## src/common/msc_defs.svh

```systemverilog
`ifndef MSC_DEFS_SVH
`define MSC_DEFS_SVH

// clock and timing
`define MSC_CLK_NS 8
`define MSC_RST_MIN_NS 10000
`define MSC_INIT_NS 2000000
`define MSC_RST_MIN_CYC ((`MSC_RST_MIN_NS + `MSC_CLK_NS - 1) / `MSC_CLK_NS)
`define MSC_INIT_CYC (`MSC_INIT_NS / `MSC_CLK_NS)
`define MSC_LOW_W 16
`define MSC_CNT_W 24

// register byte addresses
`define MSC_ADDR_CTRL 32'h0000_0000
`define MSC_ADDR_STATUS 32'h0000_0004
`define MSC_ADDR_IRQ_STAT 32'h0000_0008
`define MSC_ADDR_IRQ_MASK 32'h0000_000C

// decoded register index
`define MSC_IDX_CTRL 3'h0
`define MSC_IDX_STATUS 3'h1
`define MSC_IDX_IRQ_STAT 3'h2
`define MSC_IDX_IRQ_MASK 3'h3
`define MSC_IDX_NONE 3'h7

// control fields
`define MSC_CTRL_HPEN 0
`define MSC_CTRL_ALT 1

// event bits: init done, loss change ch1/ch2, fault rise ch1/ch2
`define MSC_EV_W 5
`define MSC_EV_INIT 0
`define MSC_EV_LOS 1
`define MSC_EV_FLT 3
`define MSC_MASK_RST 5'h1F

// synchronised pin vector layout
`define MSC_PIN_W 12
`define MSC_P_RST 0
`define MSC_P_LP 1
`define MSC_P_RXR 2
`define MSC_P_TXR 4
`define MSC_P_TXOFF 6
`define MSC_P_LOS 8
`define MSC_P_FLT 10
`define MSC_PIN_RST_VAL 12'h003

// bus responses
`define MSC_RESP_OKAY 2'h0
`define MSC_RESP_SLVERR 2'h2

`endif

```

## src/common/msc_pkg.sv

```systemverilog
`include "msc_defs.svh"

package msc_pkg;

typedef enum logic [3:0] {
    MSC_ST_RESET = 4'h1,
    MSC_ST_INIT = 4'h2,
    MSC_ST_LOW = 4'h4,
    MSC_ST_HIGH = 4'h8
} msc_state_t;

typedef struct packed {
    logic [`MSC_PIN_W-1:0] s1;
    logic [`MSC_PIN_W-1:0] s2;
    msc_state_t st;
    logic [`MSC_LOW_W-1:0] low_cnt;
    logic [`MSC_CNT_W-1:0] cnt;
    logic dnr;
    logic hp_en;
    logic irq_alt;
    logic [`MSC_EV_W-1:0] mask;
    logic [`MSC_EV_W-1:0] stat;
    logic awv;
    logic wv;
    logic [2:0] widx;
    logic [31:0] wdata;
    logic wstb;
    logic awrdy;
    logic wrdy;
    logic bvalid;
    logic [1:0] bresp;
    logic arrdy;
    logic rvalid;
    logic [31:0] rdata;
    logic [1:0] rresp;
    logic irq;
    logic irq_n;
    logic [1:0] los;
    logic [1:0] flt;
    logic [1:0] tx_dis;
    logic [1:0] rx_rate;
    logic [1:0] tx_rate;
    logic hp;
    logic [3:0] pads;
} msc_regs_t;

endpackage

```

## src/msc_sideband.sv

```systemverilog
// Summary of operation
// - four rate-select inputs are weakly pulled low inside the device.
// - rx rate-select pins choose receive rate of channels 1 and 2.
// - tx rate-select pins choose transmit rate of channels 1 and 2.
// - reset pin low beyond minimum length restores every setting to default.
// - initialisation period starts at the rising edge ending reset.
// - completion is signalled by the interrupt with data-not-ready negated.
// - after power-up the completion interrupt is posted without a pulse.
// - reset input is pulled up internally, undriven reads inactive.
// - presence line is tied low by the device.
// - low-power input is active high and pulled up internally.
// - with low-power asserted, stay low power until software enables high.
// - with low-power low, enter high power once initialised.
// - interrupt pin may be reconfigured as channel 2 transmit fault.
// - each transmitter-disable input disables only its own channel.
// - receive loss of signal is reported per channel.
`timescale 1ns/1ns
`default_nettype none
`include "msc_defs.svh"

module msc_sideband #(
    parameter int INIT_CYC = `MSC_INIT_CYC
) (
    // clock and reset
    input wire logic aclk,
    input wire logic aresetn,
    // register bus
    input wire logic s_axi_awvalid,
    output logic s_axi_awready,
    input wire logic [31:0] s_axi_awaddr,
    input wire logic [2:0] s_axi_awprot,
    input wire logic s_axi_wvalid,
    output logic s_axi_wready,
    input wire logic [31:0] s_axi_wdata,
    input wire logic [3:0] s_axi_wstrb,
    output logic s_axi_bvalid,
    input wire logic s_axi_bready,
    output logic [1:0] s_axi_bresp,
    input wire logic s_axi_arvalid,
    output logic s_axi_arready,
    input wire logic [31:0] s_axi_araddr,
    input wire logic [2:0] s_axi_arprot,
    output logic s_axi_rvalid,
    input wire logic s_axi_rready,
    output logic [31:0] s_axi_rdata,
    output logic [1:0] s_axi_rresp,
    // host sideband pins
    input wire logic module_reset_n,
    input wire logic low_power_req,
    input wire logic rx_rate_sel_ch1,
    input wire logic rx_rate_sel_ch2,
    input wire logic tx_rate_sel_ch1,
    input wire logic tx_rate_sel_ch2,
    input wire logic tx_off_ch1,
    input wire logic tx_off_ch2,
    output logic module_absent_n,
    output logic irq_n,
    output logic tx_fault_ch1,
    output logic rx_signal_lost_ch1,
    output logic rx_signal_lost_ch2,
    // pad pull enables
    output logic rate_sel_pulldown_en,
    output logic reset_pullup_en,
    output logic low_power_pullup_en,
    // optical front end
    input wire logic [1:0] rx_los_raw,
    input wire logic [1:0] tx_fault_raw,
    output logic [1:0] rx_rate_ctl,
    output logic [1:0] tx_rate_ctl,
    output logic [1:0] tx_laser_off,
    output logic high_power,
    output logic data_not_ready,
    // interrupt
    output logic irq
);
    import msc_pkg::*;

    msc_regs_t r_reg;
    msc_regs_t r_next;
    logic [`MSC_PIN_W-1:0] pins;
    logic rst_pin;
    logic lp_pin;

    // address decode to register index
    function automatic logic [2:0] msc_dec(input logic [31:0] a);
        logic [2:0] idx;
        idx = `MSC_IDX_NONE;
        if (a == `MSC_ADDR_CTRL) begin
            idx = `MSC_IDX_CTRL;
        end else if (a == `MSC_ADDR_STATUS) begin
            idx = `MSC_IDX_STATUS;
        end else if (a == `MSC_ADDR_IRQ_STAT) begin
            idx = `MSC_IDX_IRQ_STAT;
        end else if (a == `MSC_ADDR_IRQ_MASK) begin
            idx = `MSC_IDX_IRQ_MASK;
        end
        return idx;
    endfunction

    assign pins = {tx_fault_raw, rx_los_raw, tx_off_ch2, tx_off_ch1,
        tx_rate_sel_ch2, tx_rate_sel_ch1, rx_rate_sel_ch2, rx_rate_sel_ch1,
        low_power_req, module_reset_n};
    assign rst_pin = r_reg.s2[`MSC_P_RST];
    assign lp_pin = r_reg.s2[`MSC_P_LP];

    always_comb begin
        logic [`MSC_EV_W-1:0] clr;
        logic [`MSC_EV_W-1:0] ev;
        logic [2:0] ridx;
        logic long_rst;
        clr = '0;
        ev = '0;
        ridx = msc_dec(s_axi_araddr);
        long_rst = 1'b0;
        r_next = r_reg;
        // pin synchronisers
        r_next.s1 = pins;
        r_next.s2 = r_reg.s1;

        // read channel
        if (r_reg.rvalid && s_axi_rready) begin
            r_next.rvalid = 1'b0;
        end
        if (s_axi_arvalid && r_reg.arrdy) begin
            r_next.rvalid = 1'b1;
            r_next.rresp = `MSC_RESP_OKAY;
            r_next.rdata = '0;
            unique case (ridx)
                `MSC_IDX_CTRL: begin
                    r_next.rdata[`MSC_CTRL_HPEN] = r_reg.hp_en;
                    r_next.rdata[`MSC_CTRL_ALT] = r_reg.irq_alt;
                end
                `MSC_IDX_STATUS: begin
                    r_next.rdata[12:0] = {r_reg.flt, r_reg.los,
                        r_reg.s2[`MSC_P_TXOFF +: 2], r_reg.tx_rate,
                        r_reg.rx_rate, lp_pin, r_reg.hp, r_reg.dnr};
                    r_next.rdata[15:12] = r_reg.st;
                end
                `MSC_IDX_IRQ_STAT: begin
                    r_next.rdata[`MSC_EV_W-1:0] = r_reg.stat;
                    clr = r_reg.stat;
                end
                `MSC_IDX_IRQ_MASK: begin
                    r_next.rdata[`MSC_EV_W-1:0] = r_reg.mask;
                end
                default: begin
                    r_next.rresp = `MSC_RESP_SLVERR;
                end
            endcase
        end
        r_next.arrdy = !r_next.rvalid;

        // write channels, address and data in either order
        if (r_reg.bvalid && s_axi_bready) begin
            r_next.bvalid = 1'b0;
        end
        if (s_axi_awvalid && r_reg.awrdy) begin
            r_next.awv = 1'b1;
            r_next.widx = msc_dec(s_axi_awaddr);
        end
        if (s_axi_wvalid && r_reg.wrdy) begin
            r_next.wv = 1'b1;
            r_next.wdata = s_axi_wdata;
            r_next.wstb = s_axi_wstrb[0];
        end
        if (r_reg.awv && r_reg.wv && !r_reg.bvalid) begin
            r_next.awv = 1'b0;
            r_next.wv = 1'b0;
            r_next.bvalid = 1'b1;
            r_next.bresp = `MSC_RESP_OKAY;
            if (r_reg.widx == `MSC_IDX_CTRL) begin
                if (r_reg.wstb) begin
                    r_next.hp_en = r_reg.wdata[`MSC_CTRL_HPEN];
                    r_next.irq_alt = r_reg.wdata[`MSC_CTRL_ALT];
                end
            end else if (r_reg.widx == `MSC_IDX_IRQ_MASK) begin
                if (r_reg.wstb) begin
                    r_next.mask = r_reg.wdata[`MSC_EV_W-1:0];
                end
            end else if (r_reg.widx == `MSC_IDX_NONE) begin
                r_next.bresp = `MSC_RESP_SLVERR;
            end
        end
        r_next.awrdy = !r_next.awv && !r_next.bvalid;
        r_next.wrdy = !r_next.wv && !r_next.bvalid;

        // reset pin pulse measurement
        if (!rst_pin) begin
            if (r_reg.low_cnt != '1) begin
                r_next.low_cnt = r_reg.low_cnt + 16'h0001;
            end
            if (r_reg.low_cnt == `MSC_LOW_W'(`MSC_RST_MIN_CYC - 1)) begin
                long_rst = 1'b1;
            end
        end else begin
            r_next.low_cnt = '0;
        end

        // power state machine
        unique case (r_reg.st)
            MSC_ST_RESET: begin
                r_next.dnr = 1'b1;
                if (rst_pin) begin
                    r_next.st = MSC_ST_INIT;
                    r_next.cnt = '0;
                end
            end
            MSC_ST_INIT: begin
                r_next.cnt = r_reg.cnt + 24'h00_0001;
                if (r_reg.cnt == `MSC_CNT_W'(INIT_CYC - 1)) begin
                    r_next.dnr = 1'b0;
                    ev[`MSC_EV_INIT] = 1'b1;
                    r_next.st = MSC_ST_LOW;
                end
            end
            MSC_ST_LOW: begin
                if (!lp_pin || r_reg.hp_en) begin
                    r_next.st = MSC_ST_HIGH;
                end
            end
            MSC_ST_HIGH: begin
                if (lp_pin && !r_reg.hp_en) begin
                    r_next.st = MSC_ST_LOW;
                end
            end
        endcase

        // sideband outputs
        r_next.los = r_reg.s2[`MSC_P_LOS +: 2];
        r_next.flt = r_reg.s2[`MSC_P_FLT +: 2];
        r_next.rx_rate = r_reg.s2[`MSC_P_RXR +: 2];
        r_next.tx_rate = r_reg.s2[`MSC_P_TXR +: 2];
        ev[`MSC_EV_LOS +: 2] = r_next.los ^ r_reg.los;
        ev[`MSC_EV_FLT +: 2] = r_next.flt & ~r_reg.flt;

        if (long_rst) begin
            r_next.st = MSC_ST_RESET;
            r_next.dnr = 1'b1;
            r_next.hp_en = 1'b0;
            r_next.irq_alt = 1'b0;
            r_next.mask = `MSC_MASK_RST;
            r_next.stat = '0;
        end else begin
            r_next.stat = (r_reg.stat & ~clr) | ev;
        end

        r_next.hp = (r_next.st == MSC_ST_HIGH);
        // each disable reaches only its own transmitter
        r_next.tx_dis = r_reg.s2[`MSC_P_TXOFF +: 2] | {2{!r_next.hp}};
        r_next.irq = |(r_next.stat & r_next.mask);
        r_next.irq_n = r_next.irq_alt ? r_next.flt[1] : !r_next.irq;
        // pulls: rate down, reset up, low-power up; presence tied low
        r_next.pads = 4'h7;
    end

    always_ff @(posedge aclk) begin
        if (!aresetn) begin
            r_reg <= '0;
            r_reg.s1 <= `MSC_PIN_RST_VAL;
            r_reg.s2 <= `MSC_PIN_RST_VAL;
            r_reg.st <= MSC_ST_INIT;
            r_reg.dnr <= 1'b1;
            r_reg.mask <= `MSC_MASK_RST;
            r_reg.irq_n <= 1'b1;
            r_reg.tx_dis <= 2'h3;
            r_reg.pads <= 4'h7;
        end else begin
            r_reg <= r_next;
        end
    end

    assign s_axi_awready = r_reg.awrdy;
    assign s_axi_wready = r_reg.wrdy;
    assign s_axi_bvalid = r_reg.bvalid;
    assign s_axi_bresp = r_reg.bresp;
    assign s_axi_arready = r_reg.arrdy;
    assign s_axi_rvalid = r_reg.rvalid;
    assign s_axi_rdata = r_reg.rdata;
    assign s_axi_rresp = r_reg.rresp;
    assign module_absent_n = r_reg.pads[3];
    assign irq_n = r_reg.irq_n;
    assign tx_fault_ch1 = r_reg.flt[0];
    assign rx_signal_lost_ch1 = r_reg.los[0];
    assign rx_signal_lost_ch2 = r_reg.los[1];
    assign rate_sel_pulldown_en = r_reg.pads[0];
    assign reset_pullup_en = r_reg.pads[1];
    assign low_power_pullup_en = r_reg.pads[2];
    assign rx_rate_ctl = r_reg.rx_rate;
    assign tx_rate_ctl = r_reg.tx_rate;
    assign tx_laser_off = r_reg.tx_dis;
    assign high_power = r_reg.hp;
    assign data_not_ready = r_reg.dnr;
    assign irq = r_reg.irq;
endmodule

`default_nettype wire

```

## config.mk

```make
export PLATFORM = sky130hd
export DESIGN_NAME = msc_sideband
export DESIGN_NICKNAME = d
export VERILOG_FILES = /design/src/common/msc_pkg.sv /design/src/msc_sideband.sv
export VERILOG_INCLUDE_DIRS = /design/src /design/src/common
export SDC_FILE = /design/constraint.sdc
export NUM_CORES = 1
export LEC_CHECK = 0
export BUFFER_PORTS_ARGS = -buffer_cell sky130_fd_sc_hd__buf_2
export CORE_MARGIN = 1
export CORE_UTILIZATION = 45
export CTS_CLUSTER_SIZE = 25
export DETAILED_ROUTE_END_ITERATION = 8
export GPL_TIMING_DRIVEN = 0
export PLACE_DENSITY = 0.72
export SLEW_MARGIN = 20
export SYNTH_ARGS = -nofsm -noshare
export SYNTH_HDL_FRONTEND = slang
export SYNTH_SLANG_ARGS = --single-unit
```

## constraint.sdc

```tcl
create_clock -name aclk -period 2.34 [get_ports aclk]
set_input_delay 0.468 -clock aclk [delete_from_list [all_inputs] [get_ports aclk]]
set_output_delay 0.468 -clock aclk [all_outputs]
set_load 0.01 [all_outputs]
```

**Word level (Yosys, flattened, before mapping)**

Index checks and enable logic that the tools add are counted.

- Register bits: 134
- Input port bits: 125
- Output and inout bits: 58

- $add $sub $neg: 2
- Equality and inequality tests: 21
- Multiplexer cells: 46
- Bitwise logic cells: 9
- Reductions and logical operators: 32

Operators with widths:

| kind | count |
|---|---|
| equality test 32 x 4 -> 1 bit, second input constant | 4 |
| equality test 32 x 3 -> 1 bit, second input constant | 2 |
| zero test 32 bit | 2 |
| case mux 25 bit (2 select lines) | 1 |
| 2-to-1 mux 35 bit | 1 |
| 2-to-1 mux 5 bit | 6 |
| 2-to-1 mux 3 bit | 9 |
| adder 24 x 1 -> 24 bit, second input constant | 1 |
| equality test 24 x 18 -> 1 bit, second input constant | 1 |
| 2-to-1 mux 24 bit | 1 |
| 2-to-1 mux 4 bit | 5 |
| adder 16 x 1 -> 16 bit, second input constant | 1 |
| equality test 16 x 11 -> 1 bit, second input constant | 1 |
| inequality test 16 bit, second input constant | 1 |
| case mux 4 bit (4 select lines) | 1 |
| 2-to-1 mux 1 bit | 12 |
| 2-to-1 mux 6 bit | 2 |
| 2-to-1 mux 11 bit | 1 |
| AND 5 bit | 2 |
| logical AND 1 bit | 10 |
| 2-to-1 mux 2 bit | 5 |
| equality test 3 x 2 -> 1 bit, second input constant | 3 |
| zero test 1 bit | 9 |
| case mux 3 bit (3 select lines) | 1 |
| 23 further kinds | 28 |

**Longest topological paths before layout**

Gate-level depths: netlist of the first run.

- Depth after elaboration: 16
- Mapped depth: 8

**Worst setup path after synthesis of the first run**

No wires, ideal clock.

- Path kind: register to register
- From: register r_reg[151] (netlist bit)
- To: register r_reg[124] (netlist bit)
- Arrival time: 1994 ps
- Data required time: 2275 ps
- Setup slack: 281 ps
- Cell stages (with the launch flop): 7
- Period minus slack after synthesis: 2059 ps
- Cells stage by stage: dfxtp_1 or4b_4 nor4_4 nand3_2 nor3_4 mux2_2 nor2_1

- Word-level cells in the longest chain between the ends: 3

Ends and longest elaborated chain:

| item | line | source |
|---|---|---|
| start, declared | msc_sideband.sv:78 | `msc_regs_t r_reg;` |
| start signal, assigned | msc_sideband.sv:268 | `r_reg <= r_next;` |
| equality test 4 x 1 -> 1 bit or equality test 4 x 2 -> 1 bit (tied branches) | msc_sideband.sv:200 | `unique case (r_reg.st)` |
| inequality test 2 bit (no source line) or nonzero test 2 bit (tied branches) | - |  |
| AND reduction 2 bit (no source line) | - |  |

Several ways; a longest one is shown, not always the timed one.
A chain may end at the register's enable or synchronous reset.

**Worst setup path in the final report of the first run**

- From: register r_reg[149] (netlist bit)
- To: register r_reg[128] (netlist bit)

Same word-level chain as after synthesis.

==> flow_summary.toml, run 1 <==
[clock_network]
cts_made_buffers = 17
post_cts_hold_buffer_count = 0
cts_max_level = 4
cts_buffer_depth = 2
cts_root_buf = "sky130_fd_sc_hd__clkbuf_16"
insertion_delay_of_the_later_clocked_pin_in_the_worst_skew_pair_ns = 0.41
sinks_on_the_clock_net = 128
clkTransAtPathRegs_ns = 0.05
tritoncts = "yes"

[floorplanning]
total_die_area_um2 = 12800
core_region_area_um2 = 12100
row_count = 40
io_pins = 183
initial_utilization_pct = 46.2
die_h_um = 113
chipWidth_um = 113

[finish]
finalNetCount = 911
flow.area_growth_from_synthesis_pct = 28.8
layout-drive-gt1-share_pct = 29.4
final-seq-area_um2 = 2570
layout.filler_cells = 1038
multiInputGateArea_um2 = 2660
largest_register_ffs = 71
antenna_cells = 0

[routing]
via_to_cell_ratio = 5.17
routed_wirelength_um = 14000
drt-initial-drc-count = 319
drtPass1Iterations = 5
post-route-drc-count = 0
number_of_vias_after_detailed_routing = 4984
post_drt_antenna_nets = 0
routed_wire_length_per_instance_um = 14.5

[synthesis]
syn-mean-instance-area_um2 = 9.02
synthesis.area_um2 = 5570
synth_top_area_share_pct = 46.0
synth_ff_type = "sky130_fd_sc_hd__dfxtp_1"
post_synth_inst_count = 618
post-synth-top-count-cell = "sky130_fd_sc_hd__dfxtp_1"
synth.yosys.warnings = 0
post_synth_main_area_contributors = "sky130_fd_sc_hd__dfxtp_1 46%, sky130_fd_sc_hd__buf_4 6.2%, sky130_fd_sc_hd__nor2_1 4.0%, sky130_fd_sc_hd__and2_1 3.7%, sky130_fd_sc_hd__a21oi_1 3.5%"
synth_commonest_cells = "128 x sky130_fd_sc_hd__dfxtp_1, 60 x sky130_fd_sc_hd__nor2_1, 46 x sky130_fd_sc_hd__buf_4, 46 x sky130_fd_sc_hd__nand2_1, 39 x sky130_fd_sc_hd__a21oi_1"
yosysSeqAreaShare_pct = 46.0
synth_seq_cells = 128
synth_top_area_cell = "sky130_fd_sc_hd__dfxtp_1"
async_flop_share_pct = 0
post_synth_edffs = 0
yosysUniqueCellTypes = 63

[sta]
period_needed_ns = 2.22
layout_skew_ns = 0.00912
rsz0062_at_grt = "false"
worst_pin_slew_ns = 0.766
max_freq_mhz = 451
maxSlewViolCount = 0
layout_worst_path_cycle_share_pct = 94.7
layout_setup_ws_ns = 0.125
final-setup-viol-count = 0
timing.slew.headroom_pct = 48.5
timing_hold_violations_final = 0

[pwr]
power-per-cell-area_nw_per_um2 = 750
fin_total_pwr_mw = 5.38
irDropWorstVdd_uv = 511
total_leakage_power_nw = 3.03

[grt]
grt.overflow.total = 0
grt_use_total_pct = 22.4
wire_length_of_the_first_global_routing_pass_um = 22500
largest_net_degree_at_the_start_of_global_routing = 17
grt_antenna_before_repair = 0
first_global_vias = 4726

[setup_path]
slowest_stage = "sky130_fd_sc_hd__or4b_4"
worstSetupEndpointType = "register"
critPathArrivalTime_ns = 2.51
crit_fanout = 6
cp_cell_sequence = "or4b_4 -> nor4_4 -> nand3_4 -> nor3_4 -> buf_4 -> a21oi_1 -> a41o_1"
critical_path.max_stage_delay_ns = 0.57
r2r_slack_ns = 0.12
critPathKind = "register to register"
cp_data_required_time_ns = 2.64
reg2regPathDepth = 7
worstSetupStartpointType = "register"

[job]
drv_cap = 0

[placement]
post-place-ws_ns = -0.165
portBuffers = 122
detailedPlacementHpwl_um = 10200
finalWeightedCongestion = 0.853

[hold_path]
whs_path_depth = 2
holdCritPathClass = "primary input to register"

[status]
outcome = "complete, no violations"
worst max-delay path: cells and delay by family (launching register included):
| family | cells | cell delay [ns] |
|---|---|---|
| simple gates | 4 | 1.30 |
| buf+inv | 1 | 0.17 |
| compound gates | 2 | 0.27 |
| flops | 1 | 0.35 |
placed cells by master (no fill, tap or decap), types with 4 or more instances in the layout:
master / n
sky130_fd_sc_hd__nand4_1: 13
sky130_fd_sc_hd__dfxtp_1: 125
sky130_fd_sc_hd__xor2_1: 10
sky130_fd_sc_hd__buf_1: 4
sky130_fd_sc_hd__and3_1: 12
sky130_fd_sc_hd__bufinv_16: 4
sky130_fd_sc_hd__a21oi_1: 39
sky130_fd_sc_hd__mux2i_1: 9
sky130_fd_sc_hd__o21ai_0: 6
sky130_fd_sc_hd__nor2_1: 59
sky130_fd_sc_hd__nand3_1: 33
sky130_fd_sc_hd__and2_1: 33
sky130_fd_sc_hd__inv_1: 10
sky130_fd_sc_hd__nand2_1: 46
sky130_fd_sc_hd__nor3_1: 12
sky130_fd_sc_hd__clkbuf_1: 21
sky130_fd_sc_hd__nor4_1: 17
sky130_fd_sc_hd__a22oi_1: 11
sky130_fd_sc_hd__nand3b_1: 4
sky130_fd_sc_hd__mux2_2: 8
sky130_fd_sc_hd__clkbuf_16: 17
sky130_fd_sc_hd__nand2b_1: 16
sky130_fd_sc_hd__a311oi_1: 5
sky130_fd_sc_hd__conb_1: 22
sky130_fd_sc_hd__buf_2: 122
sky130_fd_sc_hd__buf_4: 50
sky130_fd_sc_hd__nor2b_1: 7
cells by family after synthesis:
kind of cell | count (synthesis) | synth area share, %
AND/OR/NAND/NOR | 278 | 27.1
flip-flops | 128 | 46.0
AO/OA/AOI/OAI | 95 | 11.5
buffers and inverters | 80 | 8.48
multiplexers | 19 | 4.04
XOR/XNOR | 13 | 2.04
adder cells (fa/ha/maj) | 3 | 0.673
other | 2 | 0.135
power breakdown:
part	leakage, nW	internal [mW]	switching (mW)
clock	0.302	1.86	0.931
sequential	1.04	2.24	0.0348
combinational	1.69	0.156	0.162
total	3.03	4.25	1.13
routing by layer:
layer,track usage [%],vias to the layer above,wire (µm)
met1,26.2,2315,5950
li1,-,2460,-
met4,8.77,0,107
met3,6.05,10,881
met5,0,-,0
met2,38.8,199,7060
final timing paths:
check,from,end
worst min register to register,r_next[153]$_SDFF_PN1_,r_reg[153]$_SDFF_PN1_
worst min-delay path,module_reset_n,r_next[153]$_SDFF_PN1_
worst max register to register,r_reg[149]$_SDFF_PN0_,r_reg[128]$_SDFFE_PN0P_
worst max-delay path,r_reg[149]$_SDFF_PN0_,r_reg[128]$_SDFFE_PN0P_
stage by stage:
step	util, %	hold slack (ns)	TNS, ns	instance area (µm²)	std cells
floorplan	-	0.386	0	5650	638
global placement	53.6	0.395	-0.352	6470	928
detailed placement	53.6	0.395	-1.73	6470	928
CTS	58.9	0.242	0	7110	960
global route	59.5	0.252	0	7180	964
finish	59.5	0.252	0	7180	964
repair_timing:
| action | CTS | global route |
|---|---|---|
| setup endpoints to repair | 3 | 20 |
| setup buffers | 0 | 4 |
| pin swaps | 0 | 3 |
| gates resized for setup | 1 | 9 |
cell type report:
class | instances | area share [%]
Buffer | 69 | 6.01
Inverter | 11 | 0.575
Timing Repair Buffer | 126 | 8.92
Clock buffer | 22 | 6.60
Multi-Input combinational cell | 430 | 37.0
Tap cell | 168 | 2.93
Clock inverter | 10 | 2.20
Sequential cell | 128 | 35.7
No activity file was read; power rests on OpenSTA's default activity.
==> run 2: changes to the inputs <==
--- a/config.mk
+++ b/config.mk
@@ -7,6 +7,7 @@
 export NUM_CORES = 1
 export LEC_CHECK = 0
 export BUFFER_PORTS_ARGS = -buffer_cell sky130_fd_sc_hd__buf_2
+export CORE_ASPECT_RATIO = 0.6
 export CORE_MARGIN = 1
 export CORE_UTILIZATION = 45
 export CTS_CLUSTER_SIZE = 25
==> flow_summary.toml, run 2 (synthesis results as in run 1) <==
[finish]
antenna_cells = 0
final_common_cell = "sky130_fd_sc_hd__dfxtp_1"
commonest_cells_after_routing_fill_and_taps_aside = "127 x sky130_fd_sc_hd__dfxtp_1, 122 x sky130_fd_sc_hd__buf_2, 59 x sky130_fd_sc_hd__nor2_1"
finalNetCount = 909
layout.filler_cells = 1043
largest_register_ffs = 71
layout-drive-gt1-share_pct = 29.4
layoutNonFillerInstCount = 958
flow.area_growth_from_synthesis_pct = 28.9

[grt]
grt_antenna_before_repair = 0
first_global_vias = 4657
grt.overflow.total = 0
largest_net_degree_at_the_start_of_global_routing = 17
grt_use_total_pct = 22.0
wire_length_of_the_first_global_routing_pass_um = 22000

[sta]
total_negative_slack_for_setup_checks_ns = 0
maxSlewViolCount = 0
layout_skew_ns = 0.0113
max_freq_mhz = 455
timing_hold_violations_final = 0
period_needed_ns = 2.20
layout_setup_ws_ns = 0.144
worst_pin_slew_ns = 0.636
rsz0062_at_grt = "false"
layout_worst_path_cycle_share_pct = 93.8
final-setup-viol-count = 0
timing.slew.headroom_pct = 57.6

[job]
drv_cap = 0

[routing]
post_drt_antenna_nets = 0
routed_wire_length_per_instance_um = 14.5
via_to_cell_ratio = 5.25
routed_wirelength_um = 13900
number_of_vias_after_detailed_routing = 5029
drtPass1Iterations = 6
post-route-drc-count = 0
drt-initial-drc-count = 324

[setup_path]
cp_cell_sequence = "nor4_1 -> nand3b_1 -> nor3_2 -> and3b_1 -> nor4b_4 -> nand2b_1"
cp_top_delay_family = "simple AND/OR/NAND/NOR gates"
worstSetupStartpointType = "register"
cp_data_required_time_ns = 2.64
slowest_stage = "sky130_fd_sc_hd__nor3_2"
worstSetupEndpointType = "register"
critPathKind = "register to register"
worst-path-stages = 6
timing.critical_path.buf_inv = 0
critical_path.max_stage_delay_ns = 0.52
reg2regPathDepth = 6
crit_fanout = 6
critPathArrivalTime_ns = 2.49

[floorplanning]
core_region_area_um2 = 12100
io_pins = 183
chipWidth_um = 146
die_h_um = 88.2
row_count = 31
initial_utilization_pct = 46.2
total_die_area_um2 = 12900

[placement]
detailedPlacementHpwl_um = 10300
portBuffers = 122
dp.cells = 925
post-place-ws_ns = -0.227
finalWeightedCongestion = 0.869

[clock_network]
sinks_on_the_clock_net = 128
cts_root_buf = "sky130_fd_sc_hd__clkbuf_16"
cts_max_level = 4
cts_buffer_depth = 2
tritoncts = "yes"
cts_made_buffers = 17
insertion_delay_of_the_later_clocked_pin_in_the_worst_skew_pair_ns = 0.41
clkTransAtPathRegs_ns = 0.06

[pwr]
total_leakage_power_nw = 3.04
irDropWorstVdd_uv = 516
fin_total_pwr_mw = 5.53
power-per-cell-area_nw_per_um2 = 769

[hold_path]
holdCritPathClass = "primary input to register"
whs_path_depth = 2

[status]
outcome = "complete, no violations"
run 2: changes by cell type in the layout (fill, tap and decap cells not counted), sizes merged:
| cell | before | now |
|---|---|---|
| clkbuf | 41 | 37 |
| inv | 11 | 14 |
| buf | 176 | 175 |
| bufinv | 4 | 5 |
| clkinv | 3 | 2 |
| clkinvlp | 3 | 2 |
run 2: where the power goes:
group          total [mW]  internal (mW)  switching, mW
registers            2.27           2.24         0.0335
clock network        2.93           1.95          0.984
logic               0.323          0.156          0.167
run 2: worst paths after layout:
path	from	end	slack, ns
max	r_reg[135]$_SDFFE_PP0P_	tx_laser_off[1]$_SDFF_PN1_	0.14
min	module_reset_n	r_next[153]$_SDFF_PN1_	0.23
max reg2reg	r_reg[135]$_SDFFE_PP0P_	tx_laser_off[1]$_SDFF_PN1_	0.14
min reg2reg	r_next[154]$_SDFF_PN1_	lp_pin$_SDFF_PN1_	0.41
run 2: final cells by class:
| type | instances | area, µm² | area share, % |
|---|---|---|---|
| Multi-Input combinational cell | 430 | 2660 | 37.0 |
| Inverter | 11 | 41.3 | 0.575 |
| Timing Repair Buffer | 125 | 633 | 8.81 |
| Clock buffer | 19 | 453 | 6.30 |
| Sequential cell | 128 | 2560 | 35.7 |
| Tap cell | 165 | 206 | 2.87 |
| Buffer | 68 | 428 | 5.95 |
| Clock inverter | 12 | 205 | 2.86 |
run 2: worst reg2reg max path: cells and delay by family (launching register included):
| kind | cells | cell delay, ns |
|---|---|---|
| flip-flops | 1 | 0.34 |
| AND/OR/NAND/NOR | 6 | 1.73 |
run 2: timing repair:
action | in CTS | in global routing
setup buffers | 0 | 3
hold endpoints to repair | 0 | 0
hold buffers | 0 | 0
gates resized for setup | 2 | 6
pin swaps | 0 | 3
setup endpoints to repair | 3 | 22
run 2: through the flow:
step / hold WS [ns] / utilization, % / cell area, µm²
3_5_place_dp: 0.398 / 53.6 / 6470
2_1_floorplan: 0.386 / - / 5650
5_1_grt: 0.234 / 59.6 / 7190
4_1_cts: 0.228 / 59.2 / 7140
6_report: 0.231 / 59.6 / 7190
3_3_place_gp: 0.390 / 53.6 / 6470
run 2: per-layer routing:
layer  track usage [%]  up-vias  wire, µm
li1                  -     2455         -
met1              28.1     2365      6240
met2              36.3      193      6400
met3              5.93       16      1060
met4              8.23        0       157
met5                 0        -         0
==> run 3: changes to the inputs <==
--- a/config.mk
+++ b/config.mk
@@ -7,12 +7,12 @@
 export NUM_CORES = 1
 export LEC_CHECK = 0
 export BUFFER_PORTS_ARGS = -buffer_cell sky130_fd_sc_hd__buf_2
+export CAP_MARGIN = 20
 export CORE_ASPECT_RATIO = 0.6
 export CORE_MARGIN = 1
 export CORE_UTILIZATION = 45
 export CTS_CLUSTER_SIZE = 25
 export DETAILED_ROUTE_END_ITERATION = 8
-export GPL_TIMING_DRIVEN = 0
 export PLACE_DENSITY = 0.72
 export SLEW_MARGIN = 20
 export SYNTH_ARGS = -nofsm -noshare
==> constraint.sdc (replaced) <==
create_clock -name aclk -period 2.7 [get_ports aclk]
set_input_delay 0.54 -clock aclk [delete_from_list [all_inputs] [get_ports aclk]]
set_output_delay 0.54 -clock aclk [all_outputs]
set_load 0.01 [all_outputs]
==> flow_summary.toml, run 3 (synthesis results as in run 1) <==
[finish]
largest_register_ffs = 71
finalNetCount = 853
final-seq-area_um2 = 2560
layout.filler_cells = 1071
commonest_cells_after_routing_fill_and_taps_aside = "128 x sky130_fd_sc_hd__dfxtp_1, 124 x sky130_fd_sc_hd__buf_2, 60 x sky130_fd_sc_hd__nor2_1"
multiInputGateArea_um2 = 2610
layout.cell_area.non_filler_um2 = 6710
final_common_cell = "sky130_fd_sc_hd__dfxtp_1"
layout-drive-gt1-share_pct = 26.3
antenna_cells = 0
flow.area_growth_from_synthesis_pct = 20.4

[floorplanning]
initial_utilization_pct = 46.2
io_pins = 183
chipWidth_um = 146
row_count = 31
die_h_um = 88.2
core_region_area_um2 = 12100
total_die_area_um2 = 12900

[setup_path]
reg2regPathDepth = 6
critical_path.max_stage_delay_ns = 0.63
cp_cell_sequence = "or4b_4 -> nor4_4 -> nand3_2 -> nor3_4 -> mux2_2 -> nor2_1"
r2r_slack_ns = 0.32
worstSetupEndpointType = "register"
cp_data_required_time_ns = 3.05
worstSetupStartpointType = "register"
worst_r2r_startpoint = "r_reg[151]$_SDFF_PN0_"
crit_fanout = 11
slowest_stage = "sky130_fd_sc_hd__or4b_4"
critPathKind = "register to register"
r2r_end = "r_reg[124]$_SDFFE_PN0P_"
critPathArrivalTime_ns = 2.73

[sta]
worst_pin_slew_ns = 0.669
layout_worst_path_cycle_share_pct = 88.1
timing_hold_violations_final = 0
maxSlewViolCount = 0
final-setup-viol-count = 0
timing.slew.headroom_pct = 55.3
max_freq_mhz = 420
layout_skew_ns = 0.00898
period_needed_ns = 2.38
total_negative_slack_for_setup_checks_ns = 0
rsz0062_at_grt = "false"

[grt]
grt_antenna_before_repair = 0
largest_net_degree_at_the_start_of_global_routing = 43
first_global_vias = 4467
grt.overflow.total = 0
wire_length_of_the_first_global_routing_pass_um = 21100
grt_use_total_pct = 20.6

[job]
drv_cap = 0

[routing]
routed_wirelength_um = 13000
drt-initial-drc-count = 334
post_drt_antenna_nets = 0
number_of_vias_after_detailed_routing = 4808
via_to_cell_ratio = 5.32
drtPass1Iterations = 5
post-route-drc-count = 0
routed_wire_length_per_instance_um = 14.4

[clock_network]
tritoncts = "yes"
post_cts_hold_buffer_count = 0
cts_max_level = 4
cts_made_buffers = 17
sinks_on_the_clock_net = 128
cts_root_buf = "sky130_fd_sc_hd__clkbuf_16"
clkTransAtPathRegs_ns = 0.06
insertion_delay_of_the_later_clocked_pin_in_the_worst_skew_pair_ns = 0.41
cts_buffer_depth = 2
post_cts_sizing = 0
postCtsSetupBuffers = 0

[pwr]
irDropWorstVdd_uv = 448
power-per-cell-area_nw_per_um2 = 647
total_leakage_power_nw = 2.75

[hold_path]
whs_path_depth = 2
hold_end = "r_next[153]$_SDFF_PN1_"
hold_path_startpoint = "module_reset_n"
holdCritPathClass = "primary input to register"

[placement]
finalWeightedCongestion = 0.867
detailedPlacementHpwl_um = 9490
dpl-instance-area_um2 = 6150
portBuffers = 124

[status]
outcome = "complete, no violations"
-- run 3: cell types whose count changed in the layout (fill, tap and decap cells not counted), moves of 2 or more --
cell and delta:
sky130_fd_sc_hd__clkbuf_1 -17, sky130_fd_sc_hd__buf_4 -37, sky130_fd_sc_hd__clkinv_2 +3, sky130_fd_sc_hd__clkinv_4 +4, sky130_fd_sc_hd__buf_1 -4, sky130_fd_sc_hd__buf_2 +2
sky130_fd_sc_hd__bufinv_16 -4, sky130_fd_sc_hd__inv_6 -3
-- run 3: routing by layer --
layer	part of all wire (%)	routed length, µm	track usage (%)
met2	47	6160	34.4
met5	0	0	0
met1	46	6030	26.6
met4	1.0	135	7.75
met3	5.5	720	4.64
-- run 3: how the worst max path moves through the flow --
stage,from,endpoint,cells past startpoint
after detailed placement,s_axi_araddr[15],irq$_SDFF_PN0_,7
after global placement,s_axi_araddr[15],irq$_SDFF_PN0_,7
final,r_reg[151]$_SDFF_PN0_,r_reg[124]$_SDFFE_PN0P_,6
after global routing,r_reg[151]$_SDFF_PN0_,r_reg[124]$_SDFFE_PN0P_,6
after CTS,r_reg[151]$_SDFF_PN0_,r_reg[124]$_SDFFE_PN0P_,6
after floorplan,r_reg[151]$_SDFF_PN0_,r_reg[124]$_SDFFE_PN0P_,6
-- run 3: area by class of cell --
cell class	instances	area share [%]
clock buffer	19	6.60
clock inverter	13	1.73
inverter	11	0.615
multi-input combinational	430	38.9
sequential	128	38.2
tap	165	3.07
timing repair buffer	137	10.9
-- run 3: critical path: cells and delay by family, from the launching register on --
family | cells | cell delay (ns)
multiplexers | 1 | 0.37
AND/OR/NAND/NOR | 5 | 1.56
flip-flops | 1 | 0.37
-- run 3: power by group --
| part | internal (mW) | switching (mW) | leakage (nW) | total, mW |
|---|---|---|---|---|
| logic | 0.115 | 0.128 | 1.44 | 0.243 |
| clock network | 1.29 | 0.843 | 0.269 | 2.13 |
| registers | 1.94 | 0.0326 | 1.04 | 1.97 |
| total | 3.34 | 1.00 | 2.75 | 4.34 |
-- run 3: stage by stage --
stage | power [mW] | hold slack, ns | worst slack, ns | instances | util [%]
global route | 4.49 | 0.301 | 0.138 | 903 | 55.7
floorplan | 2.16 | 0.386 | 0.641 | 638 | -
finish | 4.34 | 0.301 | 0.322 | 903 | 55.7
global placement | 2.24 | 0.391 | 0.293 | 871 | 51.0
CTS | 4.37 | 0.297 | 0.315 | 903 | 55.7
detailed placement | 2.25 | 0.404 | 0.281 | 871 | 51.0
